### src/hw/lock_host_params.svh
// Constants of the flash lock and status pin host controller.
`ifndef LOCK_HOST_PARAMS_SVH
`define LOCK_HOST_PARAMS_SVH
// Register byte offsets on the Wishbone side.
`define REG_CTRL 8'h00
`define REG_ADDR 8'h04
`define REG_CODE 8'h08
`define REG_STAT 8'h0C
`define REG_PINS 8'h10
// Field positions.
`define CTRL_GO 3
`define PINS_RESET 0
`define PINS_HV 1
`define SR_READY 7
`define SR_CLR_ERR 5
// Reset values.
`define PINS_RST 2'h1
`define CODE_RST 2'h0
// Command bytes written to the flash.
`define CMD_CONFIG 8'hB8
`define CMD_READ_SR 8'h70
`define CMD_LOCK_SETUP 8'h60
`define CMD_BLOCK_CONF 8'h01
`define CMD_MASTER_CONF 8'hF1
`define CMD_CLEAR_CONF 8'hD0
// Strobe timing: period and least strobe width, in ns.
`define CLK_NS 50
`define STROBE_NS 100
`define STROBE_CYC ((`STROBE_NS + `CLK_NS - 1) / `CLK_NS)
`endif

### src/hw/lock_host_pkg.sv
// Types shared by the flash lock and status pin host controller.
package lock_host_pkg;
  // Operations that software may order.
  typedef enum logic [2:0] {
    OP_CONFIG,
    OP_SET_BLOCK,
    OP_SET_MASTER,
    OP_CLEAR,
    OP_READ_SR
  } op_t;
endpackage : lock_host_pkg

### src/hw/lock_host.sv
// Host controller that configures the status pin and manages flash lock bits.
// Function
// - Config command then code; bit0 erase, bit1 program.
// - Host checks ready bit before configuring.
// - Lock set is setup write then confirm write.
// - Aborted clear leaves locks unknown; host repeats. The controller only sets unk_q; software must order the clear again.
// - Config byte B8h, code second, upper bits zero.
//
// Local design decisions: the register addresses and register access over Wishbone.
`timescale 1ns/1ns
`default_nettype none
`include "lock_host_params.svh"
module lock_host
  import lock_host_pkg::*;
#(
  parameter int AW = 23 // Flash address width.
) (
  input wire logic mclk_i, // System clock, 20 MHz.
  input wire logic reset_n_i, // Asynchronous reset, active low.
  input wire logic wb_cyc_i, // Wishbone cycle.
  input wire logic wb_stb_i, // Wishbone strobe.
  input wire logic wb_we_i, // Wishbone write enable.
  input wire logic [7:0] wb_adr_i, // Wishbone byte address.
  input wire logic [31:0] wb_dat_i, // Wishbone write data.
  input wire logic [3:0] wb_sel_i, // Wishbone byte enables.
  output logic [31:0] wb_dat_o, // Wishbone read data.
  output logic wb_ack_o, // Wishbone acknowledge.
  output logic [AW-1:0] flash_addr_o, // Flash address.
  input wire logic [7:0] flash_dq_i, // Flash data in.
  output logic [7:0] flash_dq_o, // Flash data out.
  output logic flash_dq_oe_n_o, // Data drive enable, low drives.
  output logic flash_ce_n_o, // Chip enable, active low.
  output logic flash_oe_n_o, // Output enable, active low.
  output logic flash_we_n_o, // Write strobe, active low.
  output logic reset_powerdown_pin_n_o, // Flash reset, active low.
  output logic override_high_voltage_o, // Request override voltage.
  input wire logic status_out_pin_i, // Flash status pin level.
  output logic busy_o // Sequence in progress.
);

  // ------------------------------------------------------------
  // Reset release
  // ------------------------------------------------------------
  localparam logic [3:0] STB = 4'(`STROBE_CYC + 1);
  logic [1:0] rst_sync_q; // Release synchroniser.
  logic rst_n; // Synchronised reset, active low.

  // The reset asserts at once but leaves on the clock, twice flopped.
  always_ff @(posedge mclk_i or negedge reset_n_i) begin
    if (!reset_n_i) begin
      rst_sync_q <= 2'h0;
    end else begin
      rst_sync_q <= {rst_sync_q[0], 1'b1};
    end
  end
  assign rst_n = rst_sync_q[1];

  // ------------------------------------------------------------
  // Wishbone register file
  // ------------------------------------------------------------
  op_t op_q, op_d; // Ordered operation.
  logic [31:0] addr_q, addr_d; // Target flash address.
  logic [1:0] code_q, code_d; // Status pin code.
  logic [1:0] pins_q, pins_d; // Reset and override controls.
  logic ack_q, ack_d; // Registered acknowledge.
  logic [31:0] rdat_q, rdat_d; // Registered read data.
  logic go; // Start pulse.
  logic [7:0] sr_q, sr_d; // Last status byte read.
  logic refused_q, refused_d; // Flash was busy at the check.
  logic unk_q, unk_d; // Lock values unknown.
  logic done_q, done_d; // Last sequence finished.
  // Merges written byte lanes into an old word.
  function automatic logic [31:0] merge(input logic [31:0] o, input logic [31:0] n,
                                        input logic [3:0] s);
    logic [31:0] r;
    r = o;
    for (int i = 0; i < 4; i++) begin
      if (s[i]) begin
        r[8*i+:8] = n[8*i+:8];
      end
    end
    return r;
  endfunction : merge
  // Decode the bus; each access is acked one cycle later, for one cycle.
  always_comb begin
    logic [31:0] c;
    logic req, wr;
    c = merge(32'h0, wb_dat_i, wb_sel_i);
    req = wb_cyc_i && wb_stb_i && !ack_q;
    wr = wb_cyc_i && wb_stb_i && wb_we_i && ack_q; // Writes land as the master sees ack.
    op_d = op_q;
    addr_d = addr_q;
    code_d = code_q;
    pins_d = pins_q;
    go = 1'b0;
    ack_d = req;
    rdat_d = rdat_q;
    if (wr) begin
      unique case (wb_adr_i)
        `REG_CTRL: begin
          // A start while busy is dropped so op_q never changes during a sequence.
          if (wb_sel_i[0] && !busy_o) begin
            op_d = op_t'(c[2:0]);
            go = c[`CTRL_GO];
          end
        end
        `REG_ADDR: addr_d = merge(addr_q, wb_dat_i, wb_sel_i);
        `REG_CODE: if (wb_sel_i[0]) code_d = c[1:0];
        `REG_PINS: if (wb_sel_i[0]) pins_d = c[1:0];
        default: ;
      endcase
    end else if (req && !wb_we_i) begin
      unique case (wb_adr_i)
        `REG_CTRL: rdat_d = {29'h0, op_q};
        `REG_ADDR: rdat_d = addr_q;
        `REG_CODE: rdat_d = {30'h0, code_q};
        `REG_PINS: rdat_d = {29'h0, status_out_pin_i, pins_q};
        `REG_STAT: rdat_d = {20'h0, unk_q, refused_q, done_q, busy_o, sr_q};
        default: rdat_d = 32'h0;
      endcase
    end
  end

  // Register the bus state.
  always_ff @(posedge mclk_i or negedge rst_n) begin
    if (!rst_n) begin
      op_q <= OP_READ_SR;
      addr_q <= 32'h0;
      code_q <= `CODE_RST;
      pins_q <= `PINS_RST;
      ack_q <= 1'b0;
      rdat_q <= 32'h0;
    end else begin
      op_q <= op_d;
      addr_q <= addr_d;
      code_q <= code_d;
      pins_q <= pins_d;
      ack_q <= ack_d;
      rdat_q <= rdat_d;
    end
  end
  assign wb_ack_o = ack_q;
  assign wb_dat_o = rdat_q;
  assign flash_addr_o = addr_q[AW-1:0];
  assign reset_powerdown_pin_n_o = pins_q[`PINS_RESET];
  assign override_high_voltage_o = pins_q[`PINS_HV];

  // ------------------------------------------------------------
  // Flash command sequencer
  // ------------------------------------------------------------
  typedef enum logic [2:0] {
    ST_IDLE, ST_PCMD, ST_PRD, ST_SETUP, ST_CONF, ST_POLL, ST_DONE
  } st_t;
  st_t st_q, st_d; // Sequencer state.
  logic [3:0] cnt_q, cnt_d; // Cycle within an access.
  logic acc_end; // Last cycle of an access.
  logic strobe; // Strobe window inside an access.
  logic we_n_q, we_n_d; // Registered write strobe.
  logic oe_n_q, oe_n_d; // Registered output enable.
  logic ce_n_q, ce_n_d; // Registered chip enable.
  logic dqoe_n_q, dqoe_n_d; // Registered drive enable.
  logic [7:0] dq_q, dq_d; // Registered data out.
  // Each access spends cycle 0 settling address and data, holds the
  // strobe in the middle and releases it before the last cycle ends.
  always_comb begin
    st_d = st_q;
    sr_d = sr_q;
    refused_d = refused_q;
    unk_d = unk_q;
    done_d = done_q;
    acc_end = (cnt_q == STB);
    strobe = (cnt_q != 4'h0) && !acc_end;
    cnt_d = acc_end ? 4'h0 : cnt_q + 4'h1;
    we_n_d = 1'b1;
    oe_n_d = 1'b1;
    dqoe_n_d = 1'b1;
    dq_d = `CMD_READ_SR;
    ce_n_d = (st_q == ST_IDLE) || (st_q == ST_DONE);
    unique case (st_q)
      ST_IDLE: begin
        cnt_d = 4'h0;
        if (go) begin
          st_d = ST_PCMD;
          done_d = 1'b0;
          refused_d = 1'b0;
        end
      end
      ST_PCMD: begin
        dqoe_n_d = 1'b0;
        we_n_d = !strobe;
        if (acc_end) st_d = ST_PRD;
      end
      ST_PRD: begin
        oe_n_d = !strobe;
        if (acc_end) begin
          sr_d = flash_dq_i;
          // Nothing is written while the flash is busy or suspended.
          if (!flash_dq_i[`SR_READY]) begin
            refused_d = 1'b1;
            st_d = ST_DONE;
          end else if (op_q > OP_CLEAR) begin // Unknown codes never reach the flash.
            st_d = ST_DONE;
          end else begin
            st_d = ST_SETUP;
          end
        end
      end
      ST_SETUP: begin
        dqoe_n_d = 1'b0;
        we_n_d = !strobe;
        // The configuration byte leads; lock commands share one setup byte.
        dq_d = (op_q == OP_CONFIG) ? `CMD_CONFIG : `CMD_LOCK_SETUP;
        if (acc_end) st_d = ST_CONF;
      end
      ST_CONF: begin
        dqoe_n_d = 1'b0;
        we_n_d = !strobe;
        unique case (op_q)
          OP_CONFIG: dq_d = {6'h00, code_q};
          OP_SET_BLOCK: dq_d = `CMD_BLOCK_CONF;
          OP_SET_MASTER: dq_d = `CMD_MASTER_CONF;
          default: dq_d = `CMD_CLEAR_CONF;
        endcase
        if (acc_end) st_d = (op_q == OP_CONFIG) ? ST_DONE : ST_POLL;
      end
      ST_POLL: begin
        // The flash now returns status on every read until it is ready.
        oe_n_d = !strobe;
        if (!pins_q[`PINS_RESET]) begin
          // A reset during a clear leaves the locks undefined.
          if (op_q == OP_CLEAR) unk_d = 1'b1;
          st_d = ST_DONE;
        end else if (acc_end) begin
          sr_d = flash_dq_i;
          if (flash_dq_i[`SR_READY]) begin
            st_d = ST_DONE;
            // Only a clean clear makes the lock values known again.
            if (op_q == OP_CLEAR && !flash_dq_i[`SR_CLR_ERR]) unk_d = 1'b0;
          end
        end
      end
      ST_DONE: begin
        cnt_d = 4'h0;
        done_d = 1'b1;
        st_d = ST_IDLE;
      end
    endcase
  end

  // Register sequencer state and every flash pin, so no pin glitches.
  always_ff @(posedge mclk_i or negedge rst_n) begin
    if (!rst_n) begin
      st_q <= ST_IDLE;
      cnt_q <= 4'h0;
      sr_q <= 8'h00;
      refused_q <= 1'b0;
      unk_q <= 1'b0;
      done_q <= 1'b0;
      we_n_q <= 1'b1;
      oe_n_q <= 1'b1;
      ce_n_q <= 1'b1;
      dqoe_n_q <= 1'b1;
      dq_q <= 8'h00;
    end else begin
      st_q <= st_d;
      cnt_q <= cnt_d;
      sr_q <= sr_d;
      refused_q <= refused_d;
      unk_q <= unk_d;
      done_q <= done_d;
      we_n_q <= we_n_d;
      oe_n_q <= oe_n_d;
      ce_n_q <= ce_n_d;
      dqoe_n_q <= dqoe_n_d;
      dq_q <= dq_d;
    end
  end
  assign flash_we_n_o = we_n_q;
  assign flash_oe_n_o = oe_n_q;
  assign flash_ce_n_o = ce_n_q;
  assign flash_dq_oe_n_o = dqoe_n_q;
  assign flash_dq_o = dq_q;
  assign busy_o = (st_q != ST_IDLE);

  // ------------------------------------------------------------
  // Assertions
  // ------------------------------------------------------------
  property p_code_low;
    @(posedge mclk_i) disable iff (!rst_n)
      (st_q == ST_CONF && op_q == OP_CONFIG && cnt_q == 4'h2)
      |-> (flash_dq_o[1:0] == code_q) && !flash_we_n_o;
  endproperty
  a_code_low: assert property (p_code_low) else $error("config code wrong");
  property p_ready_first;
    @(posedge mclk_i) disable iff (!rst_n)
      (st_q == ST_PRD && acc_end && !flash_dq_i[`SR_READY]) |=> ##[1:2] st_q == ST_IDLE;
  endproperty
  a_ready_first: assert property (p_ready_first) else $error("busy flash written");
  property p_two_writes;
    @(posedge mclk_i) disable iff (!rst_n)
      (st_q == ST_SETUP && acc_end) |=> (st_q == ST_CONF) [*2];
  endproperty
  a_two_writes: assert property (p_two_writes) else $error("confirm missing");
  property p_abort_unknown;
    @(posedge mclk_i) disable iff (!rst_n)
      (st_q == ST_POLL && op_q == OP_CLEAR && !pins_q[`PINS_RESET]) |=> ##1 unk_q && done_q;
  endproperty
  a_abort_unknown: assert property (p_abort_unknown) else $error("abort not kept");
  property p_config_byte;
    @(posedge mclk_i) disable iff (!rst_n)
      (st_q == ST_SETUP && op_q == OP_CONFIG && cnt_q == 4'h2)
      |-> flash_dq_o == `CMD_CONFIG && $past(st_q) == ST_SETUP;
  endproperty
  a_config_byte: assert property (p_config_byte) else $error("config byte wrong");

endmodule : lock_host
`default_nettype wire

### config.mk
export PLATFORM = sky130hd
export DESIGN_NAME = lock_host
export DESIGN_NICKNAME = d
export VERILOG_FILES = /design/src/hw/lock_host_pkg.sv /design/src/hw/lock_host.sv
export VERILOG_INCLUDE_DIRS = /design/src /design/src/hw
export SDC_FILE = /design/constraint.sdc
export NUM_CORES = 1
export LEC_CHECK = 0
export ABC_AREA = 1
export ABC_CLOCK_PERIOD_IN_PS = 4100
export BUFFER_PORTS_ARGS = -buffer_cell sky130_fd_sc_hd__buf_2
export CAP_MARGIN = 30
export CORE_MARGIN = 2
export CORE_UTILIZATION = 35
export CTS_CLUSTER_SIZE = 24
export DETAILED_ROUTE_END_ITERATION = 16
export HOLD_SLACK_MARGIN = 0.15
export MAX_ROUTING_LAYER = met4
export SLEW_MARGIN = 30
export SYNTH_ARGS = -nofsm -noshare
export SYNTH_HDL_FRONTEND = slang
export SYNTH_SLANG_ARGS = --single-unit
### constraint.sdc
create_clock -name mclk_i -period 4.1 [get_ports mclk_i]
set_clock_uncertainty 0.1 [all_clocks]
set_input_delay 0.615 -clock mclk_i [delete_from_list [all_inputs] [get_ports mclk_i]]
set_output_delay 0.615 -clock mclk_i [all_outputs]
set_load 0.03 [all_outputs]
==> results of run 1 <==
metrics by stage:
step	worst slack, ns	hold WS, ns	utilization, %	instances	cell area [um^2]
6_report	1.984	0.1850	42.99	828	5693
5_1_grt	1.816	0.2286	42.99	828	5693
4_1_cts	1.951	0.2600	42.84	827	5673
3_5_place_dp	1.612	0.2396	40.42	810	5353
3_3_place_gp	1.761	0.2377	40.42	810	5353
2_1_floorplan	0.9288	0.2194	-	542	4733
worst max-delay path by stage:
stage	to	cells past startpoint	startpoint	slack, ns
floorplan	addr_q[0]	0	rst_sync_q[1]	0.93
global placement	addr_q[12]	7	wb_adr_i[5]	1.76
detailed placement	addr_q[27]	6	wb_adr_i[1]	1.61
CTS	busy_o	3	st_q[2]	1.95
global route	addr_q[27]	6	wb_adr_i[7]	1.82
finish	busy_o	3	st_q[2]	1.98
final cells by class:
cell class	count	area share [%]
clock buffer	13	4.747
clock inverter	3	0.7033
sequential	103	45.47
tap	176	3.868
multi-input combinational	340	29.10
timing repair buffer	132	12.09
inverter	61	4.022
repair_timing:
item,in CTS,in global routing
resized for setup,0,0
hold buffers,1,0
endpoints found under the hold margin,2,0
metal layers:
layer	routed length, um	global-route usage [%]	up-vias
li1	-	-	1887
met1	5524	23.47	1836
met2	5243	25.53	128
met3	715	3.868	4
met4	65	3.997	0
met5	0	-	-
synthesized netlist by cell type (all sizes together):
master,number
nor4,2
o211ai,1
o21ai,51
clkbuf,4
nand3,48
dfstp,6
conb,2
nand4,8
inv,60
buf,34
clkinv,1
o21a,1
ha,2
xnor2,1
xor2,1
dfrtp,97
nor3,2
nand2,183
a21oi,4
a2111oi,1
o31ai,1
nor2,32
cells by family (layout without fill, tap and decap cells):
kind of cell,after synthesis,count (layout),share of synthesized area [%]
other,2,2,0.1587
AND/OR/NAND/NOR,275,275,26.01
AO/OA/AOI/OAI,59,59,7.745
buffers and inverters,99,209,10.57
adder cells (fa/ha/maj),2,2,0.5286
XOR/XNOR,2,2,0.3701
flip-flops,103,103,54.61
registers in the layout, indices dropped and copies added (netlist names):
name and cells:
rst_sync_q 2, sr_q 8, flash_dq_oe_n_o 1, refused_q 1, flash_ce_n_o 1, st_q 3
code_q 2, op_q 3, unk_q 1, addr_q 32, wb_ack_o 1, done_q 1
flash_dq_o 7, cnt_q 4, flash_we_n_o 1, pins_q 2, flash_oe_n_o 1, wb_dat_o 32
worst reg2reg max path: cells and delay by family, from the launching register on:
family                 cells  cell delay, ns
AND/OR/NAND/NOR            3            0.69
flip-flops                 1            0.41
AO/OA/AOI/OAI              1            0.36
buffers and inverters      1            0.16
power by group through the flow:
stage | Combinational, W | Sequential, W | Clock (W)
floorplan | 0.000326 | 0.00131 | 0
global placement | 0.000555 | 0.00125 | 0
detailed placement | 0.000565 | 0.00125 | 0
CTS | 0.000569 | 0.00123 | 0.000916
global route | 0.000651 | 0.00124 | 0.000959
finish | 0.000578 | 0.00123 | 0.000888
==> flow_summary.json, run 1 <==
{
  "path_clk_slew_ns": 0.07,
  "grt_pass1_wl_um": 18760,
  "diodes": 0,
  "first_pass_iters": 4,
  "crit_slowest_cell": "dfrtp_1",
  "multiInputGateArea_um2": 1657,
  "finalCritPeriodShare_pct": 51.62,
  "clkLatencyLatePin_ns": 0.34,
  "worst_slew_pin_slew_ns": 0.5682,
  "remaining_drc_errors": 0,
  "grt_pass1_vias": 3789,
  "cts_buffers": 9,
  "r2r_cells": 5,
  "gr-usage-all-layers_pct": 16.95,
  "critPathRequiredTime_ns": 3.38,
  "syn_to_final_growth_pct": 20.27,
  "cts_root_buffer": "clkbuf_16",
  "dpl.hpwl_um": 8433,
  "fin_nets": 707,
  "p_comb_share_pct": 21.5,
  "wl_per_cell_um": 13.95,
  "synth_nets": 602,
  "setup_violations": 0,
  "arrival_ns": 1.40,
  "min_period_ns": 2.116,
  "setup_tns_ns": 0,
  "viasPerCell": 4.656,
  "yosysSeqAreaShare_pct": 54.61,
  "synth.top_cell.area_share_pct": 51.28,
  "cts_setup_buffers": 0,
  "p_switching_w": 0.0008424,
  "relSlewSlack_pct": 62.02,
  "finalPower_w": 0.002692,
  "initial_core_util_pct": 35.74,
  "ff_latch_area_um2": 2589,
  "pin_count": 129,
  "final_common_cell": "nand2_1",
  "outcome": "complete, no violations",
  "worstSetupPathType": "reg -> out",
  "p_leak_nw": 3.207,
  "die_y_um": 120.3,
  "worst_setup_path_start_kind": "flip-flop",
  "r2r-start": "st_q[2]",
  "slowest_delay_ns": 0.40,
  "htreeDepth": 3,
  "final_cell_mix": "176 x nand2_1, 127 x buf_2, 96 x dfrtp_1, 57 x inv_1, 46 x nand3_1",
  "cts.sink_count": 103,
  "nFillCells": 1355,
  "num_vias": 3855,
  "clkPwrFrac_pct": 33.0,
  "portBuffers": 127,
  "grt_max_degree": 76,
  "drv_slew": 0,
  "ff2ff_setup_slack_ns": 2.27,
  "rows": 42,
  "timing.fmax_mhz": 472.5,
  "place.gp.congestion": 0.9386,
  "antenna_found_initial": 0,
  "synth.avg_cell_area_um2": 8.733,
  "pwr_density_cell_nw_per_um2": 472.9,
  "crit_path_max_fanout": 9,
  "routed_wl_um": 11550,
  "internal_power_w": 0.001850,
  "synth_top_area_cell": "dfrtp_1",
  "critPathCaptureType": "output port",
  "drtAntennaViolNets": 0,
  "cp_top_family": "buffers and inverters",
  "drt_iter0_markers": 273,
  "crit_chain": "clkinv_1 > nand2_1 > buf_2",
  "yosys_warnings": 0,
  "power_frac_seq_pct": 45.5,
  "cp.buffers_inverters": 2,
  "syn_inst": 542,
  "ys_seq_elements": 103,
  "ys_top_cells_by_area": "dfrtp_1 51%, nand2_1 14%, nand3_1 4.9%, inv_1 4.5%, buf_4 4.3%",
  "synth_area_um2": 4733,
  "die-area_um2": 14470,
  "ys_types": 35,
  "clock_path_buffers": 2,
  "die_w_um": 120.3,
  "cts_tree": "built",
  "hp-class": "reg -> async",
  "max_cap_violations": 0,
  "r2r_end": "sr_q[4]",
  "switching_share_pct": 31.29,
  "rsz0062_at_grt": "false",
  "hold_viol_final": 0,
  "design.core.area_um2": 13240,
  "ir_drop_uv": 209.2,
  "layout-drive-gt1-share_pct": 29.29,
  "grt.overflow.total": 0
}
No activity file was read; power rests on OpenSTA's default activity.
==> run 2, diff against run 1 <==
--- a/config.mk
+++ b/config.mk
@@ -7,7 +7,7 @@
 export NUM_CORES = 1
 export LEC_CHECK = 0
 export ABC_AREA = 1
-export ABC_CLOCK_PERIOD_IN_PS = 4100
+export ABC_CLOCK_PERIOD_IN_PS = 2100
 export BUFFER_PORTS_ARGS = -buffer_cell sky130_fd_sc_hd__buf_2
 export CAP_MARGIN = 30
 export CORE_MARGIN = 2
==> constraint.sdc (replaced) <==
create_clock -name mclk_i -period 2.1 [get_ports mclk_i]
set_clock_uncertainty 0.1 [all_clocks]
set_input_delay 0.315 -clock mclk_i [delete_from_list [all_inputs] [get_ports mclk_i]]
set_output_delay 0.315 -clock mclk_i [all_outputs]
set_load 0.03 [all_outputs]
==> flow_summary.json, run 2 (synthesis results as in run 1) <==
{
  "crit_path_max_fanout": 9,
  "die_w_um": 120.3,
  "multiInputGateArea_um2": 1657,
  "dp.cells": 815,
  "relSlewSlack_pct": 45.39,
  "antenna_found_initial": 0,
  "setup_tns_ns": 0,
  "timing.fmax_mhz": 532.1,
  "critPathRequiredTime_ns": 1.68,
  "arrival_ns": 1.46,
  "setup_violations": 0,
  "final_common_cell": "nand2_1",
  "cts_root_buffer": "clkbuf_16",
  "initial_core_util_pct": 35.74,
  "post_cts_resized": 0,
  "min_period_ns": 1.879,
  "nFillCells": 1319,
  "cts.sink_count": 103,
  "ff_latch_area_um2": 2589,
  "cts_tree": "built",
  "fin_nets": 747,
  "cp_top_family": "buffers and inverters",
  "die_y_um": 120.3,
  "gr-usage-all-layers_pct": 17.51,
  "crit_slowest_cell": "dfrtp_1",
  "dpl.hpwl_um": 8673,
  "routed_wl_um": 12010,
  "worst_setup_path_start_kind": "flip-flop",
  "outcome": "complete, no violations",
  "r2r_end": "addr_q[1]",
  "drv_slew": 0,
  "clkLatencyLatePin_ns": 0.34,
  "place.gp.congestion": 0.8336,
  "num_vias": 3987,
  "viasPerCell": 4.599,
  "crit_chain": "clkinv_1 > nand2_1 > buf_2",
  "hp-class": "in -> reg",
  "fin_cells": 867,
  "drtAntennaViolNets": 0,
  "die-area_um2": 14470,
  "ff2ff_setup_slack_ns": 0.32,
  "portBuffers": 127,
  "pin_count": 129,
  "first_pass_iters": 4,
  "critPathCaptureType": "output port",
  "rsz0062_at_grt": "false",
  "grt_max_degree": 42,
  "pwr_density_cell_nw_per_um2": 887.7,
  "slowest_delay_ns": 0.39,
  "hold_buffers": 37,
  "cts_buffers": 9,
  "crit_end": "busy_o",
  "hold_viol_final": 0,
  "ir_drop_uv": 333.5,
  "path_clk_slew_ns": 0.07,
  "clock_path_buffers": 2,
  "worstSetupPathType": "reg -> out",
  "design.core.area_um2": 13240,
  "finalCritPeriodShare_pct": 89.48,
  "rows": 42,
  "cp.buffers_inverters": 2,
  "htreeDepth": 3,
  "diodes": 0,
  "crit_start": "st_q[2]",
  "grt_pass1_wl_um": 19290,
  "drt_iter0_markers": 252,
  "r2r_cells": 7,
  "remaining_drc_errors": 0,
  "max_cap_violations": 0,
  "wl_per_cell_um": 13.86,
  "layout-drive-gt1-share_pct": 28.22,
  "grt_pass1_vias": 3886,
  "p_leak_nw": 3.386,
  "r2r-start": "wb_ack_o",
  "grt.overflow.total": 0,
  "final_cell_mix": "176 x nand2_1, 127 x buf_2, 96 x dfrtp_1, 57 x inv_1, 46 x nand3_1",
  "worst_slew_pin_slew_ns": 0.8164,
  "cts_setup_buffers": 0,
  "worst-path-stages": 3,
  "syn_to_final_growth_pct": 28.97
}
[run 2: worst register-to-register path, stage by stage, from the launching register on]
cell     delay, ns
dfrtp_1       0.39
nand2_1       0.08
inv_2         0.13
nand2_1       0.12
nor2_2        0.30
nand2_1       0.33
nand2_1       0.14
o21ai_1       0.07
[run 2: area by class of cell]
cell class	count	share of cell area (%)
Sequential cell	103	42.41
Multi-Input combinational cell	340	27.14
Timing Repair Buffer	172	17.67
Clock buffer	12	4.366
Inverter	61	3.751
Tap cell	176	3.607
Clock inverter	3	1.066
[run 2: through the flow]
step / worst slack (ns) / util [%] / hold slack, ns / area, um^2 / power (W)
floorplan: 0.2778 / - / -0.08059 / 4735 / 0.003203
global placement: 0.1721 / 40.80 / 0.001307 / 5403 / 0.003520
detailed placement: 0.09162 / 40.80 / 0.003241 / 5403 / 0.003550
CTS: 0.2241 / 46.10 / 0.1513 / 6105 / 0.005484
global route: 0.1173 / 46.10 / 0.1685 / 6105 / 0.005720
finish: 0.2208 / 46.10 / 0.1605 / 6105 / 0.005419
[run 2: report_power, final]
| part | switching, W | leakage, nW | total [W] | internal [W] |
|---|---|---|---|---|
| Sequential | 0.000146 | 1.35 | 0.00238 | 0.00223 |
| Combinational | 0.000787 | 1.87 | 0.00119 | 0.000403 |
| Clock | 0.000715 | 0.165 | 0.00185 | 0.00113 |
[run 2: how the worst min path moves through the flow]
| stage | from | endpoint | slack (ns) | cells after the start |
|---|---|---|---|---|
| floorplan | reset_n_i | rst_sync_q[0] | -0.08 | 0 |
| global placement | reset_n_i | rst_sync_q[0] | 0.001 | 1 |
| detailed placement | reset_n_i | rst_sync_q[0] | 0.003 | 1 |
| CTS | flash_dq_i[4] | sr_q[4] | 0.15 | 3 |
| global route | flash_dq_i[4] | sr_q[4] | 0.17 | 3 |
| finish | flash_dq_i[4] | sr_q[4] | 0.16 | 3 |
[run 2: per-layer routing]
metal | part of all wire [%] | track usage [%] | vias to the layer above
met4 | 1.6 | 6.177 | 0
met2 | 47 | 27.73 | 122
met5 | 0 | - | -
met3 | 5.0 | 2.783 | 15
li1 | - | - | 1972
met1 | 47 | 23.00 | 1878
